### src/hw/touch_cfg_params.svh
`ifndef TOUCH_CFG_PARAMS_SVH
`define TOUCH_CFG_PARAMS_SVH
// ==========================================================================
// Register indices (byte map, also word index on the Avalon-MM side).
`define REG_CTRL 5'h00
`define REG_MODE 5'h01
`define REG_TOGGLE 5'h02
`define REG_BTOUCH 5'h03
`define REG_LASTBTN 5'h04
`define REG_ONTIME 5'h05
`define REG_LED_ZERO 5'h10
`define REG_LED_G1 5'h11
`define REG_LED_G2 5'h14
`define REG_LED_G3 5'h17
`define REG_LED_END 5'h19
`define REG_CUR_LO 5'h1A
`define REG_CUR_HI 5'h1B
`define REG_LAT_LO 5'h1C
`define REG_LAT_HI 5'h1D
`define REG_DIAG 5'h1E
`define REG_HOST_OUT 5'h1F
// ==========================================================================
// Values and timing.
`define REG_RESET_VAL 8'h00
`define SAVE_CMD 8'h1A
`define SLAVE_ADDR_DEF 7'h37
`define SWRST_TIME_MS 350
`define CLK_MHZ 50
`define SWRST_CYCLES (`SWRST_TIME_MS * 1000 * `CLK_MHZ)
`endif

### src/hw/touch_cfg_pkg.sv
`default_nettype none
package touch_cfg_pkg;
    // ======================================================================
    // Serial slave states.
    typedef enum logic [2:0] {
        ST_IDLE, ST_ADDR, ST_ACK, ST_WR, ST_RD, ST_MACK
    } i2c_state_e;
    // Effective LED feature enables after the interlocks.
    typedef struct packed {
        logic [3:0] ontime_eff;
        logic last_btn_eff;
    } led_eff_s;
endpackage
`default_nettype wire

### src/hw/touch_ctrl_i2c_config_access.sv
// The register addresses and the Avalon-MM interface to the registers were chosen for this implementation.
`include "touch_cfg_params.svh"
`default_nettype none
module touch_ctrl_i2c_config_access #(
    parameter logic [6:0] SLAVE_ADDR = `SLAVE_ADDR_DEF,
    parameter int SWRST_CYCLES = `SWRST_CYCLES
) (
    // Clock and reset.
    input wire logic core_clk,
    input wire logic reset,
    // Serial link pins, open drain data.
    input wire logic scl_in,
    input wire logic sda_in,
    output logic sda_out,
    output logic sda_oe,
    // Avalon-MM register slave.
    input wire logic [7:0] avs_address,
    input wire logic avs_read,
    input wire logic avs_write,
    input wire logic [31:0] avs_writedata,
    output logic [31:0] avs_readdata,
    output logic avs_waitrequest,
    // Sensing core status, same clock.
    input wire logic [9:0] touch_in,
    input wire logic [7:0] diag_in,
    // Outputs.
    output logic [9:0] led_out,
    output logic [7:0] host_out,
    output touch_cfg_pkg::led_eff_s eff_out,
    output logic swrst_busy
);
    logic [7:0] mem [0:31];
    logic scl_m, scl_s, scl_d, sda_m, sda_s, sda_d;
    touch_cfg_pkg::i2c_state_e state_r;
    logic [7:0] shift_r, tx_r, i2c_wd_r;
    logic [4:0] ptr_r, i2c_wa_r;
    logic [2:0] bit_cnt_r;
    logic rw_r, first_r, phase_r, oe_r, i2c_we_r;
    logic [24:0] rst_cnt_r;
    logic rst_end;
    logic done_r, av_acc, av_we;
    logic [4:0] av_idx;
    logic wr_en, save_hit;
    logic [4:0] wr_a;
    logic [7:0] wr_d;
    logic [9:0] latch_r, touch_d_r, led_r;
    logic [3:0] last_idx_r;
    logic [3:0] toggle_en;
    logic start_c, stop_c, rise_c, fall_c;
    logic [7:0] byte_in;
    logic [7:0] rd_byte;

    // ======================================================================
    // Helpers.
    // Folds every member of an LED group onto the group's single register.
    function automatic logic [4:0] map_idx(input logic [4:0] a);
        if (a >= `REG_LED_G1 && a < `REG_LED_G2) begin
            return `REG_LED_G1;
        end else if (a >= `REG_LED_G2 && a < `REG_LED_G3) begin
            return `REG_LED_G2;
        end else if (a >= `REG_LED_G3 && a <= `REG_LED_END) begin
            return `REG_LED_G3;
        end
        return a;
    endfunction

    // Status bytes come straight from live state, never from saved config.
    function automatic logic [7:0] get_byte(input logic [4:0] a);
        case (a)
            `REG_CUR_LO: return touch_in[7:0];
            `REG_CUR_HI: return {6'h00, touch_in[9:8]};
            `REG_LAT_LO: return latch_r[7:0];
            `REG_LAT_HI: return {6'h00, latch_r[9:8]};
            `REG_DIAG: return diag_in;
            default: return mem[map_idx(a)];
        endcase
    endfunction

    // Output index to group number: 0, then 1..3, 4..6, 7..9.
    function automatic logic [1:0] grp(input int i);
        return 2'((i + 2) / 3);
    endfunction

    // ======================================================================
    // Pin synchronisers; the first stage feeds only the second.
    always_ff @(posedge core_clk or posedge reset) begin
        if (reset) begin
            {scl_m, scl_s, scl_d} <= 3'h7;
            {sda_m, sda_s, sda_d} <= 3'h7;
        end else begin
            {scl_m, scl_s, scl_d} <= {scl_in, scl_m, scl_s};
            {sda_m, sda_s, sda_d} <= {sda_in, sda_m, sda_s};
        end
    end

    // Bus conditions seen on the synchronised copies.
    assign start_c = scl_s & scl_d & sda_d & ~sda_s;
    assign stop_c = scl_s & scl_d & ~sda_d & sda_s;
    assign rise_c = scl_s & ~scl_d;
    assign fall_c = ~scl_s & scl_d;
    assign byte_in = {shift_r[6:0], sda_s};
    // Byte at the pointer, named so its bits can be sliced for the shifter.
    assign rd_byte = get_byte(ptr_r);
    assign sda_out = 1'b0;
    assign sda_oe = oe_r;

    // ======================================================================
    // Serial slave: bits are sampled on SCL rise and driven after SCL fall.
    always_ff @(posedge core_clk or posedge reset) begin
        if (reset) begin
            state_r <= touch_cfg_pkg::ST_IDLE;
            shift_r <= 8'h00;
            tx_r <= 8'h00;
            ptr_r <= 5'h00;
            bit_cnt_r <= 3'h0;
            rw_r <= 1'b0;
            first_r <= 1'b1;
            phase_r <= 1'b0;
            oe_r <= 1'b0;
            i2c_we_r <= 1'b0;
            i2c_wa_r <= 5'h00;
            i2c_wd_r <= 8'h00;
        end else begin
            i2c_we_r <= 1'b0;
            if (start_c) begin
                state_r <= touch_cfg_pkg::ST_ADDR;
                bit_cnt_r <= 3'h0;
                first_r <= 1'b1;
                phase_r <= 1'b0;
                oe_r <= 1'b0;
            end else if (stop_c) begin
                state_r <= touch_cfg_pkg::ST_IDLE;
                oe_r <= 1'b0;
            end else begin
                case (state_r)
                    touch_cfg_pkg::ST_ADDR: if (rise_c) begin
                        shift_r <= byte_in;
                        bit_cnt_r <= bit_cnt_r + 3'h1;
                        if (bit_cnt_r == 3'h7) begin
                            // A busy device stays silent so the host retries.
                            if (shift_r[6:0] == SLAVE_ADDR && !swrst_busy) begin
                                rw_r <= sda_s;
                                ptr_r <= sda_s ? 5'h00 : ptr_r;
                                state_r <= touch_cfg_pkg::ST_ACK;
                            end else begin
                                state_r <= touch_cfg_pkg::ST_IDLE;
                            end
                        end
                    end
                    touch_cfg_pkg::ST_ACK: if (fall_c) begin
                        phase_r <= ~phase_r;
                        bit_cnt_r <= 3'h0;
                        if (!phase_r) begin
                            oe_r <= 1'b1;
                        end else if (rw_r) begin
                            tx_r <= {rd_byte[6:0], 1'b0};
                            oe_r <= ~rd_byte[7];
                            state_r <= touch_cfg_pkg::ST_RD;
                        end else begin
                            oe_r <= 1'b0;
                            state_r <= touch_cfg_pkg::ST_WR;
                        end
                    end
                    touch_cfg_pkg::ST_WR: if (rise_c) begin
                        shift_r <= byte_in;
                        bit_cnt_r <= bit_cnt_r + 3'h1;
                        if (bit_cnt_r == 3'h7) begin
                            state_r <= touch_cfg_pkg::ST_ACK;
                            first_r <= 1'b0;
                            if (first_r) begin
                                ptr_r <= byte_in[4:0];
                            end else begin
                                i2c_we_r <= 1'b1;
                                i2c_wa_r <= ptr_r;
                                i2c_wd_r <= byte_in;
                                ptr_r <= ptr_r + 5'h01;
                            end
                        end
                    end
                    touch_cfg_pkg::ST_RD: begin
                        if (rise_c) begin
                            bit_cnt_r <= bit_cnt_r + 3'h1;
                            if (bit_cnt_r == 3'h7) begin
                                state_r <= touch_cfg_pkg::ST_MACK;
                                phase_r <= 1'b0;
                            end
                        end else if (fall_c) begin
                            oe_r <= ~tx_r[7];
                            tx_r <= {tx_r[6:0], 1'b0};
                        end
                    end
                    touch_cfg_pkg::ST_MACK: begin
                        if (rise_c) begin
                            if (sda_s) begin
                                state_r <= touch_cfg_pkg::ST_IDLE;
                            end else begin
                                phase_r <= 1'b1;
                                ptr_r <= ptr_r + 5'h01;
                            end
                        end else if (fall_c) begin
                            if (phase_r) begin
                                phase_r <= 1'b0;
                                bit_cnt_r <= 3'h0;
                                tx_r <= {rd_byte[6:0], 1'b0};
                                oe_r <= ~rd_byte[7];
                                state_r <= touch_cfg_pkg::ST_RD;
                            end else begin
                                oe_r <= 1'b0;
                            end
                        end
                    end
                    default: oe_r <= 1'b0;
                endcase
            end
        end
    end

    // ======================================================================
    // Avalon-MM slave: one wait cycle; a serial write in the same cycle
    // holds the bus access off for another cycle.
    assign av_idx = avs_address[6:2];
    assign avs_waitrequest = (avs_read | avs_write) & ~(done_r & ~i2c_we_r & ~rst_end);
    assign av_acc = (avs_read | avs_write) & ~avs_waitrequest;
    assign av_we = av_acc & avs_write & ~avs_address[7];

    always_ff @(posedge core_clk or posedge reset) begin
        if (reset) begin
            done_r <= 1'b0;
            avs_readdata <= 32'h0000_0000;
        end else begin
            done_r <= (avs_read | avs_write) & ~av_acc;
            // Unmapped addresses read as zero.
            avs_readdata <= avs_address[7] ? 32'h0000_0000 : {24'h00_0000, get_byte(av_idx)};
        end
    end

    // ======================================================================
    // Shared write port and software reset sequencing.
    assign wr_en = i2c_we_r | av_we;
    assign wr_a = i2c_we_r ? i2c_wa_r : av_idx;
    assign wr_d = i2c_we_r ? i2c_wd_r : avs_writedata[7:0];
    assign save_hit = wr_en && wr_a == `REG_CTRL && wr_d == `SAVE_CMD;
    assign rst_end = swrst_busy && rst_cnt_r == 25'(SWRST_CYCLES - 1);

    always_ff @(posedge core_clk or posedge reset) begin
        if (reset) begin
            swrst_busy <= 1'b0;
            rst_cnt_r <= 25'h0;
        end else if (save_hit && !swrst_busy) begin
            swrst_busy <= 1'b1;
            rst_cnt_r <= 25'h0;
        end else if (rst_end) begin
            swrst_busy <= 1'b0;
        end else if (swrst_busy) begin
            rst_cnt_r <= rst_cnt_r + 25'h1;
        end
    end

    // Configuration RAM; the reload at the end of the software reset clears
    // REG_CTRL and REG_HOST_OUT and leaves every other location unchanged.
    always_ff @(posedge core_clk or posedge reset) begin
        if (reset) begin
            for (int i = 0; i < 32; i++) begin
                mem[i] <= `REG_RESET_VAL;
            end
        end else if (rst_end) begin
            mem[`REG_HOST_OUT] <= `REG_RESET_VAL;
            mem[`REG_CTRL] <= `REG_RESET_VAL;
        end else if (wr_en && (wr_a < `REG_CUR_LO || wr_a == `REG_HOST_OUT)) begin
            mem[map_idx(wr_a)] <= wr_d;
        end
    end

    // Latched touches; a new touch wins over a clear written in that cycle.
    always_ff @(posedge core_clk or posedge reset) begin
        if (reset) begin
            latch_r <= 10'h000;
        end else begin
            latch_r <= (latch_r & ~({
                (wr_en && wr_a == `REG_LAT_HI) ? wr_d[1:0] : 2'h0,
                (wr_en && wr_a == `REG_LAT_LO) ? wr_d : 8'h00})) | touch_in;
        end
    end

    // ======================================================================
    // LED feature interlocks and output drive.
    assign toggle_en = mem[`REG_TOGGLE][3:0];

    always_ff @(posedge core_clk or posedge reset) begin
        if (reset) begin
            eff_out <= '0;
            host_out <= 8'h00;
        end else begin
            eff_out.ontime_eff <= mem[`REG_ONTIME][3:0] & ~toggle_en
                & ~mem[`REG_BTOUCH][3:0];
            eff_out.last_btn_eff <= mem[`REG_LASTBTN][0] & ~|toggle_en;
            host_out <= mem[`REG_HOST_OUT];
        end
    end

    // Toggle outputs flip on a touch edge; otherwise follow touch or last.
    always_ff @(posedge core_clk or posedge reset) begin
        if (reset) begin
            touch_d_r <= 10'h000;
            led_r <= 10'h000;
            last_idx_r <= 4'h0;
        end else begin
            touch_d_r <= touch_in;
            for (int i = 0; i < 10; i++) begin
                if (touch_in[i] && !touch_d_r[i]) begin
                    last_idx_r <= 4'(i);
                end
                if (toggle_en[grp(i)]) begin
                    led_r[i] <= led_r[i] ^ (touch_in[i] & ~touch_d_r[i]);
                end else if (eff_out.last_btn_eff) begin
                    led_r[i] <= (last_idx_r == 4'(i)) | touch_in[i];
                end else begin
                    led_r[i] <= touch_in[i];
                end
            end
        end
    end
    assign led_out = led_r;

    // ======================================================================
    // Checks.
    a_read_from_zero: assert property (@(posedge core_clk) disable iff (reset)
        (state_r == touch_cfg_pkg::ST_ADDR && rise_c && bit_cnt_r == 3'h7 && sda_s
         && shift_r[6:0] == SLAVE_ADDR && !swrst_busy) |=> ptr_r == 5'h00)
        else $error("read did not start at location zero");
    a_pointer_byte_sets: assert property (@(posedge core_clk) disable iff (reset)
        (state_r == touch_cfg_pkg::ST_WR && rise_c && bit_cnt_r == 3'h7 && first_r)
        |=> ptr_r == $past(byte_in[4:0]) && !i2c_we_r)
        else $error("first write byte did not set pointer");
    a_group_write_shared: assert property (@(posedge core_clk) disable iff (reset)
        (i2c_we_r && !rst_end && map_idx(i2c_wa_r) == `REG_LED_G2)
        |=> mem[`REG_LED_G2] == $past(i2c_wd_r))
        else $error("group member write missed shared register");
    a_save_clears_out: assert property (@(posedge core_clk) disable iff (reset)
        rst_end |=> !swrst_busy ##1 host_out == 8'h00)
        else $error("software reset left host outputs set");
    a_save_starts_reset: assert property (@(posedge core_clk) disable iff (reset)
        (save_hit && !swrst_busy) |=> swrst_busy)
        else $error("save command did not start reset");
    // A busy device must drop back to idle on its own address, never ACK it.
    a_busy_no_ack: assert property (@(posedge core_clk) disable iff (reset)
        (state_r == touch_cfg_pkg::ST_ADDR && rise_c && bit_cnt_r == 3'h7 && swrst_busy)
        |=> state_r == touch_cfg_pkg::ST_IDLE && !oe_r)
        else $error("address acknowledged while busy");
    a_toggle_no_ontime: assert property (@(posedge core_clk) disable iff (reset)
        $past(toggle_en[0]) |-> !eff_out.ontime_eff[0])
        else $error("on-time active with toggle");
    a_btouch_no_ontime: assert property (@(posedge core_clk) disable iff (reset)
        $past(mem[`REG_BTOUCH][1]) |-> !eff_out.ontime_eff[1])
        else $error("on-time active with touch effect");
    a_toggle_no_last: assert property (@(posedge core_clk) disable iff (reset)
        $past(|toggle_en) |-> !eff_out.last_btn_eff)
        else $error("last-button effect active with toggle");
    a_status_read_live: assert property (@(posedge core_clk) disable iff (reset)
        (avs_read && avs_address == {1'b0, `REG_CUR_LO, 2'b00} && !avs_waitrequest)
        |-> avs_readdata[7:0] == $past(touch_in[7:0]))
        else $error("current status read returned stale data");
    c_i2c_write: cover property (@(posedge core_clk) disable iff (reset) i2c_we_r);
    c_i2c_read: cover property (@(posedge core_clk) disable iff (reset)
        state_r == touch_cfg_pkg::ST_MACK && phase_r);
    c_save_done: cover property (@(posedge core_clk) disable iff (reset) rst_end);
    c_av_read: cover property (@(posedge core_clk) disable iff (reset) av_acc && avs_read);
endmodule // touch_ctrl_i2c_config_access
`default_nettype wire

### config.mk
export PLATFORM = sky130hd
export DESIGN_NAME = touch_ctrl_i2c_config_access
export DESIGN_NICKNAME = d
export VERILOG_FILES = /design/src/hw/touch_cfg_pkg.sv /design/src/hw/touch_ctrl_i2c_config_access.sv
export VERILOG_INCLUDE_DIRS = /design/src /design/src/hw
export SDC_FILE = /design/constraint.sdc
export NUM_CORES = 1
export LEC_CHECK = 0
export BUFFER_PORTS_ARGS = -buffer_cell sky130_fd_sc_hd__buf_2
export CAP_MARGIN = 0
export CORE_UTILIZATION = 39
export DETAILED_ROUTE_END_ITERATION = 8
export GPL_ROUTABILITY_DRIVEN = 0
export SYNTH_ARGS = -nofsm -noshare
export SYNTH_HDL_FRONTEND = slang
export SYNTH_SLANG_ARGS = --single-unit
### constraint.sdc
create_clock -name core_clk -period 11.9 [get_ports core_clk]
set_clock_uncertainty 0.2 [all_clocks]
set_input_delay 0.595 -clock core_clk [delete_from_list [all_inputs] [get_ports core_clk]]
set_output_delay 0.595 -clock core_clk [all_outputs]
set_load 0.05 [all_outputs]
Yosys cells after proc, flatten, opt, wreduce, memory -nomap -nowiden
Cells that the tools add are included.
{"block": "word_totals", "ff_bits": 388, "out_inout_bits": 59, "word_cells": 472}
{"block": "op_classes", "n_addsub": 3, "magnitude_cmp": 23, "n_eq_ne": 74, "n_mux": 156, "bitwise": 83, "n_reduce_logical": 72}
{"operator": "$bwmux W256", "n": 1}
{"operator": "$mux W256", "n": 1}
{"operator": "$mux W8", "n": 18}
{"operator": "$mux W5", "n": 26}
{"operator": "$bmux W8 S5", "n": 2}
{"operator": "$pmux W8 S5", "n": 2}
{"operator": "$mux W25", "n": 3}
{"operator": "$mux W3", "n": 22}
{"operator": "$eq A5 B5 Y1 const B", "n": 13}
{"operator": "$mux W1", "n": 62}
{"operator": "$ne A4 B4 Y1 const B", "n": 14}
{"operator": "$ge A5 B5 Y1 const B", "n": 9}
{"operator": "$demux W8 S5", "n": 1}
{"operator": "$mux W4", "n": 10}
{"operator": "$lt A5 B5 Y1 const B", "n": 7}
{"operator": "$ne A2 B2 Y1 const B", "n": 17}
{"operator": "$logic_and A1 B1 Y1", "n": 28}
{"operator": "$not A1 Y1", "n": 26}
{"operator": "$add A25 B1 Y25 const B", "n": 1}
{"operator": "$and A1 B1 Y1", "n": 25}
{"operator": "$eq A25 B25 Y1 const B", "n": 1}
{"operator": "$pmux W8 S3", "n": 1}
{"operator": "$reduce_and A11 Y1", "n": 2}
{"operator": "$ge A6 B6 Y1 const B", "n": 3}
{"operator": "other kinds (49)", "n": 116}

Depth between registers and ports, before layout
{"block": "depth", "ltp_word": 25, "depth_mapped": 13, "ltp_nobuf": 10}

Least setup slack after synthesis
Ideal clock, no wire load.
{"block": "synth_timing", "kind": "register to output", "from": "reg rst_cnt_r[13]", "to": "out avs_waitrequest", "t_arrival_ns": 2.662, "setup_slack_ns": 8.443, "path_stages_with_launch": 5, "path_buffers": 0, "path_cell_list": "dfrtp_1 or4b_1 or3_4 or4_4 a31oi_1"}
{"block": "synth_via", "elab_chain_len": 6}
{"element": "start, declared", "line": "touch_ctrl_i2c_config_access.sv:39", "rtl": "logic [24:0] rst_cnt_r;"}
{"element": "start signal, assigned", "line": "touch_ctrl_i2c_config_access.sv:255", "rtl": "rst_cnt_r <= rst_cnt_r + 25'h1;"}
{"element": "$eq A25 B25 Y1", "line": "touch_ctrl_i2c_config_access.sv:243", "rtl": "assign rst_end = swrst_busy && rst_cnt_r == 25'(SWRST_CYCLES - 1);"}
{"element": "$logic_and A1 B1 Y1", "line": "touch_ctrl_i2c_config_access.sv:243"}
{"element": "$not A1 Y1 (no line)"}
{"element": "$and A1 B1 Y1", "line": "touch_ctrl_i2c_config_access.sv:222", "rtl": "assign avs_waitrequest = (avs_read | avs_write) & ~(done_r & ~i2c_we_r & ~rst_end);"}
{"element": "$not A1 Y1", "line": "touch_ctrl_i2c_config_access.sv:222"}
{"element": "$and A1 B1 Y1", "line": "touch_ctrl_i2c_config_access.sv:222"}
{"element": "end, declared", "line": "touch_ctrl_i2c_config_access.sv:22", "rtl": "output logic avs_waitrequest,"}
Every way passes these cells.

Worst setup path in the final report
{"block": "layout_timing", "from": "reg ptr_r[1]", "to": "reg tx_r[3]"}
{"block": "layout_via", "elab_chain_len": 17, "elab_cells_between_ends": 34, "classes_between": "order compare (6); eq/ne (5); mux (19); bitwise (1); reduce/logical (3)"}
{"element": "start, declared", "line": "touch_ctrl_i2c_config_access.sv:36", "rtl": "logic [4:0] ptr_r, i2c_wa_r;"}
{"element": "start signal, assigned", "line": "touch_ctrl_i2c_config_access.sv:143", "rtl": "ptr_r <= sda_s ? 5'h00 : ptr_r;"}
{"element": "start signal, assigned", "line": "touch_ctrl_i2c_config_access.sv:171", "rtl": "ptr_r <= byte_in[4:0];"}
{"element": "start signal, assigned", "line": "touch_ctrl_i2c_config_access.sv:176", "rtl": "ptr_r <= ptr_r + 5'h01;"}
{"element": "$ge A5 B5 Y1 (no line) / $le A5 B5 Y1 (equally long branches)"}
{"element": "$logic_and A1 B1 Y1 (no line)"}
{"element": "$mux W1", "line": "touch_ctrl_i2c_config_access.sv:61", "rtl": "end else if (a >= `REG_LED_G3 && a <= `REG_LED_END) begin"}
{"element": "$mux W1", "line": "touch_ctrl_i2c_config_access.sv:59", "rtl": "end else if (a >= `REG_LED_G2 && a < `REG_LED_G3) begin"}
{"element": "$mux W1", "line": "touch_ctrl_i2c_config_access.sv:57", "rtl": "if (a >= `REG_LED_G1 && a < `REG_LED_G2) begin"}
{"element": "$mux W1", "line": "touch_ctrl_i2c_config_access.sv:69", "rtl": "case (a)"}
{"element": "$mux W5", "line": "touch_ctrl_i2c_config_access.sv:64", "rtl": "return a;"}
{"element": "$mux W5", "line": "touch_ctrl_i2c_config_access.sv:69"}
{"element": "$not A5 Y6 (not written as such)", "line": "touch_ctrl_i2c_config_access.sv:75", "rtl": "default: return mem[map_idx(a)];"}
{"element": "$bmux W8 S5", "line": "touch_ctrl_i2c_config_access.sv:75"}
{"element": "$mux W8 (not written as such) (2 in series)", "line": "touch_ctrl_i2c_config_access.sv:75"}
{"element": "$pmux W8 S5 (*)", "line": "touch_ctrl_i2c_config_access.sv:69"}
{"element": "$mux W8 (on tied branches)", "line": "touch_ctrl_i2c_config_access.sv:201, touch_ctrl_i2c_config_access.sv:155"}
{"element": "$mux W8 (on tied branches)", "line": "touch_ctrl_i2c_config_access.sv:200, touch_ctrl_i2c_config_access.sv:153"}
{"element": "$mux W8 (on tied branches)", "line": "touch_ctrl_i2c_config_access.sv:193, touch_ctrl_i2c_config_access.sv:150"}
{"element": "$pmux W8 S3 (*)", "line": "touch_ctrl_i2c_config_access.sv:135", "rtl": "case (state_r)"}
{"element": "end signal, assigned", "line": "touch_ctrl_i2c_config_access.sv:156", "rtl": "tx_r <= {rd_byte[6:0], 1'b0};"}
{"element": "end signal, assigned", "line": "touch_ctrl_i2c_config_access.sv:189", "rtl": "tx_r <= {tx_r[6:0], 1'b0};"}
{"element": "end signal, assigned", "line": "touch_ctrl_i2c_config_access.sv:204", "rtl": "tx_r <= {rd_byte[6:0], 1'b0};"}
{"element": "end, declared", "line": "touch_ctrl_i2c_config_access.sv:35", "rtl": "logic [7:0] shift_r, tx_r, i2c_wd_r;"}
Mark *: on every way between the ends. The rest lies on a longest branch, timed or not. The select of a mux whose other input is x is not followed.
A chain may end at the register's enable or synchronous reset.

==> impl_metrics.csv <==
group,metric,value,unit
floorplan,start_util,39.90,%
min_path,hold_path_class,"input pin to register",
cts,cts_tree,"yes",
cts,clk_latency,0.59,ns
sta,worst_slack,7.088,ns
outcome,status,"finished, final reports clean",
cts,path_clk_slew,0.07,ns
power,internal-power,2.350,mW
logic_synthesis,ys_async_sr_fraction,100.0,%
power,p_leak,9.798,nW
drt,ant_nets,0,
critical_path,crit_start,"ptr_r[1]$_DFFE_PP0P_",
layout,fin_nets,2269,
critical_path,reg2reg_slack,7.09,ns
global_routing,antenna_found_initial,2,
min_path,hold_start,"touch_in[9]",
global_routing,grt_pass1_wl,95520,microns
drt,totalWireLength,61700,microns
floorplan,pin_count,123,
logic_synthesis,synth_common_cells,"nand2_1 (532), dfrtp_1 (380), o21ai_0 (217)",
critical_path,crit_required,12.12,ns
critical_path,critical_path_class,"register to register",
sta,fin_crit_sh,40.43,%
logic_synthesis,yosysSeqAreaShare,48.03,%
cts,htreeDepth,2,
drt,routedWlPerCell,21.27,microns
logic_synthesis,yosysTopAreaCell,"dfrtp_1",
power,seqPwrFrac,45.1,%
critical_path,cp_cell_sequence,"inv_1 -> ha_1 -> o21bai_1 -> a311oi_1 -> nand2b_2 -> buf_4 -> nor3_1 -> a2111oi_0 -> o21ai_0 -> o211ai_1 -> a41oi_1",
sta,rsz0062_at_grt,"no",
sta,hold_viol_final,0,
floorplan,core,50580,sq um
power,pwr-share-comb,10.5,%
sta,holdWs,0.02989,ns
layout,fin_util,44.01,%
critical_path,r2r_cells,11,
critical_path,cp_max_fo,39,
place,pre_cts_ws,7.297,ns
logic_synthesis,yosys-top-cells-area,"dfrtp_1 (47%), nand2_1 (9.9%), o21ai_0 (5.4%)",
logic_synthesis,netlist_instances,2283,
sta,min_period,4.812,ns
sta,drv_slew,0,
logic_synthesis,ys.warnings.count,0,
global_routing,groute.usage.overall,23.43,%
critical_path,crit_buf_inv,2,
drt,drt_pass1_iterations,9,
cts,cts_max_path_buffers,3,
power,clockPowerShare,44.4,%
power,swShare,26.64,%
sta,setup_viol,0,
global_routing,first_global_vias,16207,
logic_synthesis,synth_top_cell_area_share,47.12,%
place,dpl.cell_count,2812,
drt,drt-initial-drc-count,1629,
critical_path,r2r-start,"ptr_r[1]$_DFFE_PP0P_",
layout,final_cell_count_no_fill,2900,
floorplan,dieWidth,229.5,microns
logic_synthesis,ys_types,78,
layout,postLayoutCellArea,22260,sq um
power,finalPower,3.204,mW
logic_synthesis,synth_flop_cell,"dfrtp_1",
sta,timing.fmax,207.8,MHz
cts,hold_buffers,9,
cts,clock-sinks,387,
drt,drcViolationCount,0,
logic_synthesis,synth.most_common_cell,"nand2_1",
place,port_buffers,71,
sta,maxSlewHeadroom,20.59,%
min_path,worst_hold_path.endpoint,"touch_d_r[9]$_DFF_PP0_",
critical_path,slowest_delay,0.88,ns
logic_synthesis,netlist_area,20180,sq um
job,drv_cap,0,
layout,drive_gt1_share,12.25,%
floorplan,die_h,229.5,microns
critical_path,end_kind,"register",
critical_path,cp.arrival,5.03,ns
layout,diodes,0,
cts,cts_resized,0,
logic_synthesis,ys_seq_elements,387,
drt,vias,16709,
power,vdd_ir_drop_max,0.1093,mV
place,place_hpwl,39820,microns
critical_path,critical_path.top_delay_family,"compound AO/OA/AOI/OAI gates",
critical_path,slowest_stage,"a2111oi_0",
cts,cts_setup_buffers,0,
logic_synthesis,syn_avg_cell_area,8.839,sq um
global_routing,grt_start_max_net_pins,103,
power,powerDensity,143.9,nW/um^2
layout,syn_to_final_growth,10.32,%
place,placed_cell_area,20670,sq um
critical_path,r2r_end,"tx_r[3]$_DFFE_PP0P_",
min_path,whs_path_depth,1,
power,p_switching,0.8537,mW
critical_path,crit_path_start_kind,"register",
sta,tightest_slew,1.185,ns
sta,fin_setup_tns,0,ns
logic_synthesis,synth_edf_count,0,
floorplan,rows,82,
floorplan,die_area,52660,sq um
cts,cts_buffers,43,
drt,routed_via_density,5.762,
cts,clockRootBuffer,"clkbuf_16",
global_routing,gr-total-overflow,0,
cell usage in the layout (no fill, tap or decap), drive strengths merged, types with 20 or more instances in the layout:
| cell type | instances |
|---|---|
| nor3 | 32 |
| mux2i | 73 |
| nand2 | 532 |
| nor2 | 126 |
| and3 | 58 |
| a311oi | 41 |
| o21ai | 221 |
| conb | 25 |
| buf | 100 |
| clkbuf | 59 |
| a21oi | 86 |
| inv | 29 |
| a31oi | 29 |
| dfrtp | 380 |
| nand3 | 68 |
| mux2 | 44 |
| nand4 | 20 |
| nand2b | 20 |
state kept, by name, summed over array words and instances, names as in the netlist, 3 cells and up:
name          cells
state_r           3
shift_r           7
ptr_r             5
rst_cnt_r        25
bit_cnt_r         3
eff_out           5
mem             256
avs_readdata      8
latch_r          10
host_out          8
i2c_wd_r          8
last_idx_r        4
touch_d_r        10
led_out          10
tx_r              7
i2c_wa_r          5
power by group through the flow:
stage               Clock, mW  Sequential [mW]  Combinational (mW)
floorplan                   0             1.47               0.218
global placement            0             1.46               0.325
detailed placement          0             1.47               0.332
CTS                      1.45             1.44               0.335
global route             1.50             1.45               0.368
finish                   1.42             1.45               0.336
kinds of logic after synthesis:
| group | share of synthesized area (%) |
|---|---|
| other | 0.01858 |
| buffers and inverters | 6.275 |
| flip-flops | 48.03 |
| adder cells (fa/ha/maj) | 0.6820 |
| XOR/XNOR | 0.8247 |
| multiplexers | 8.036 |
| AO/OA/AOI/OAI | 15.25 |
| AND/OR/NAND/NOR | 20.88 |
per-layer routing:
metal	global-route usage [%]	share of wire [%]	wire [microns]
met1	31.70	42	26210
met2	35.85	45	27550
met3	4.781	8.2	5082
met4	11.06	4.6	2837
met5	0	0.021	13
worst max path at each step:
stage,to,cells after the start
after floorplan,avs_readdata[0]$_DFF_PP0_,1
after CTS,tx_r[3]$_DFFE_PP0P_,11
after global routing,tx_r[3]$_DFFE_PP0P_,11
after detailed placement,tx_r[3]$_DFFE_PP0P_,11
final,tx_r[3]$_DFFE_PP0P_,11
after global placement,tx_r[3]$_DFFE_PP0P_,11
cell type report:
| cell class | instances | area [sq um] |
|---|---|---|
| Timing Repair Buffer | 109 | 663.1 |
| Fill cell | 4771 | 28320 |
| Multi-Input combinational cell | 1625 | 9448 |
| Inverter | 28 | 112.6 |
| Tap cell | 672 | 840.8 |
| Clock buffer | 59 | 1207 |
| Clock inverter | 20 | 297.8 |
| Sequential cell | 387 | 9693 |
No activity file was read; power rests on OpenSTA's default activity.
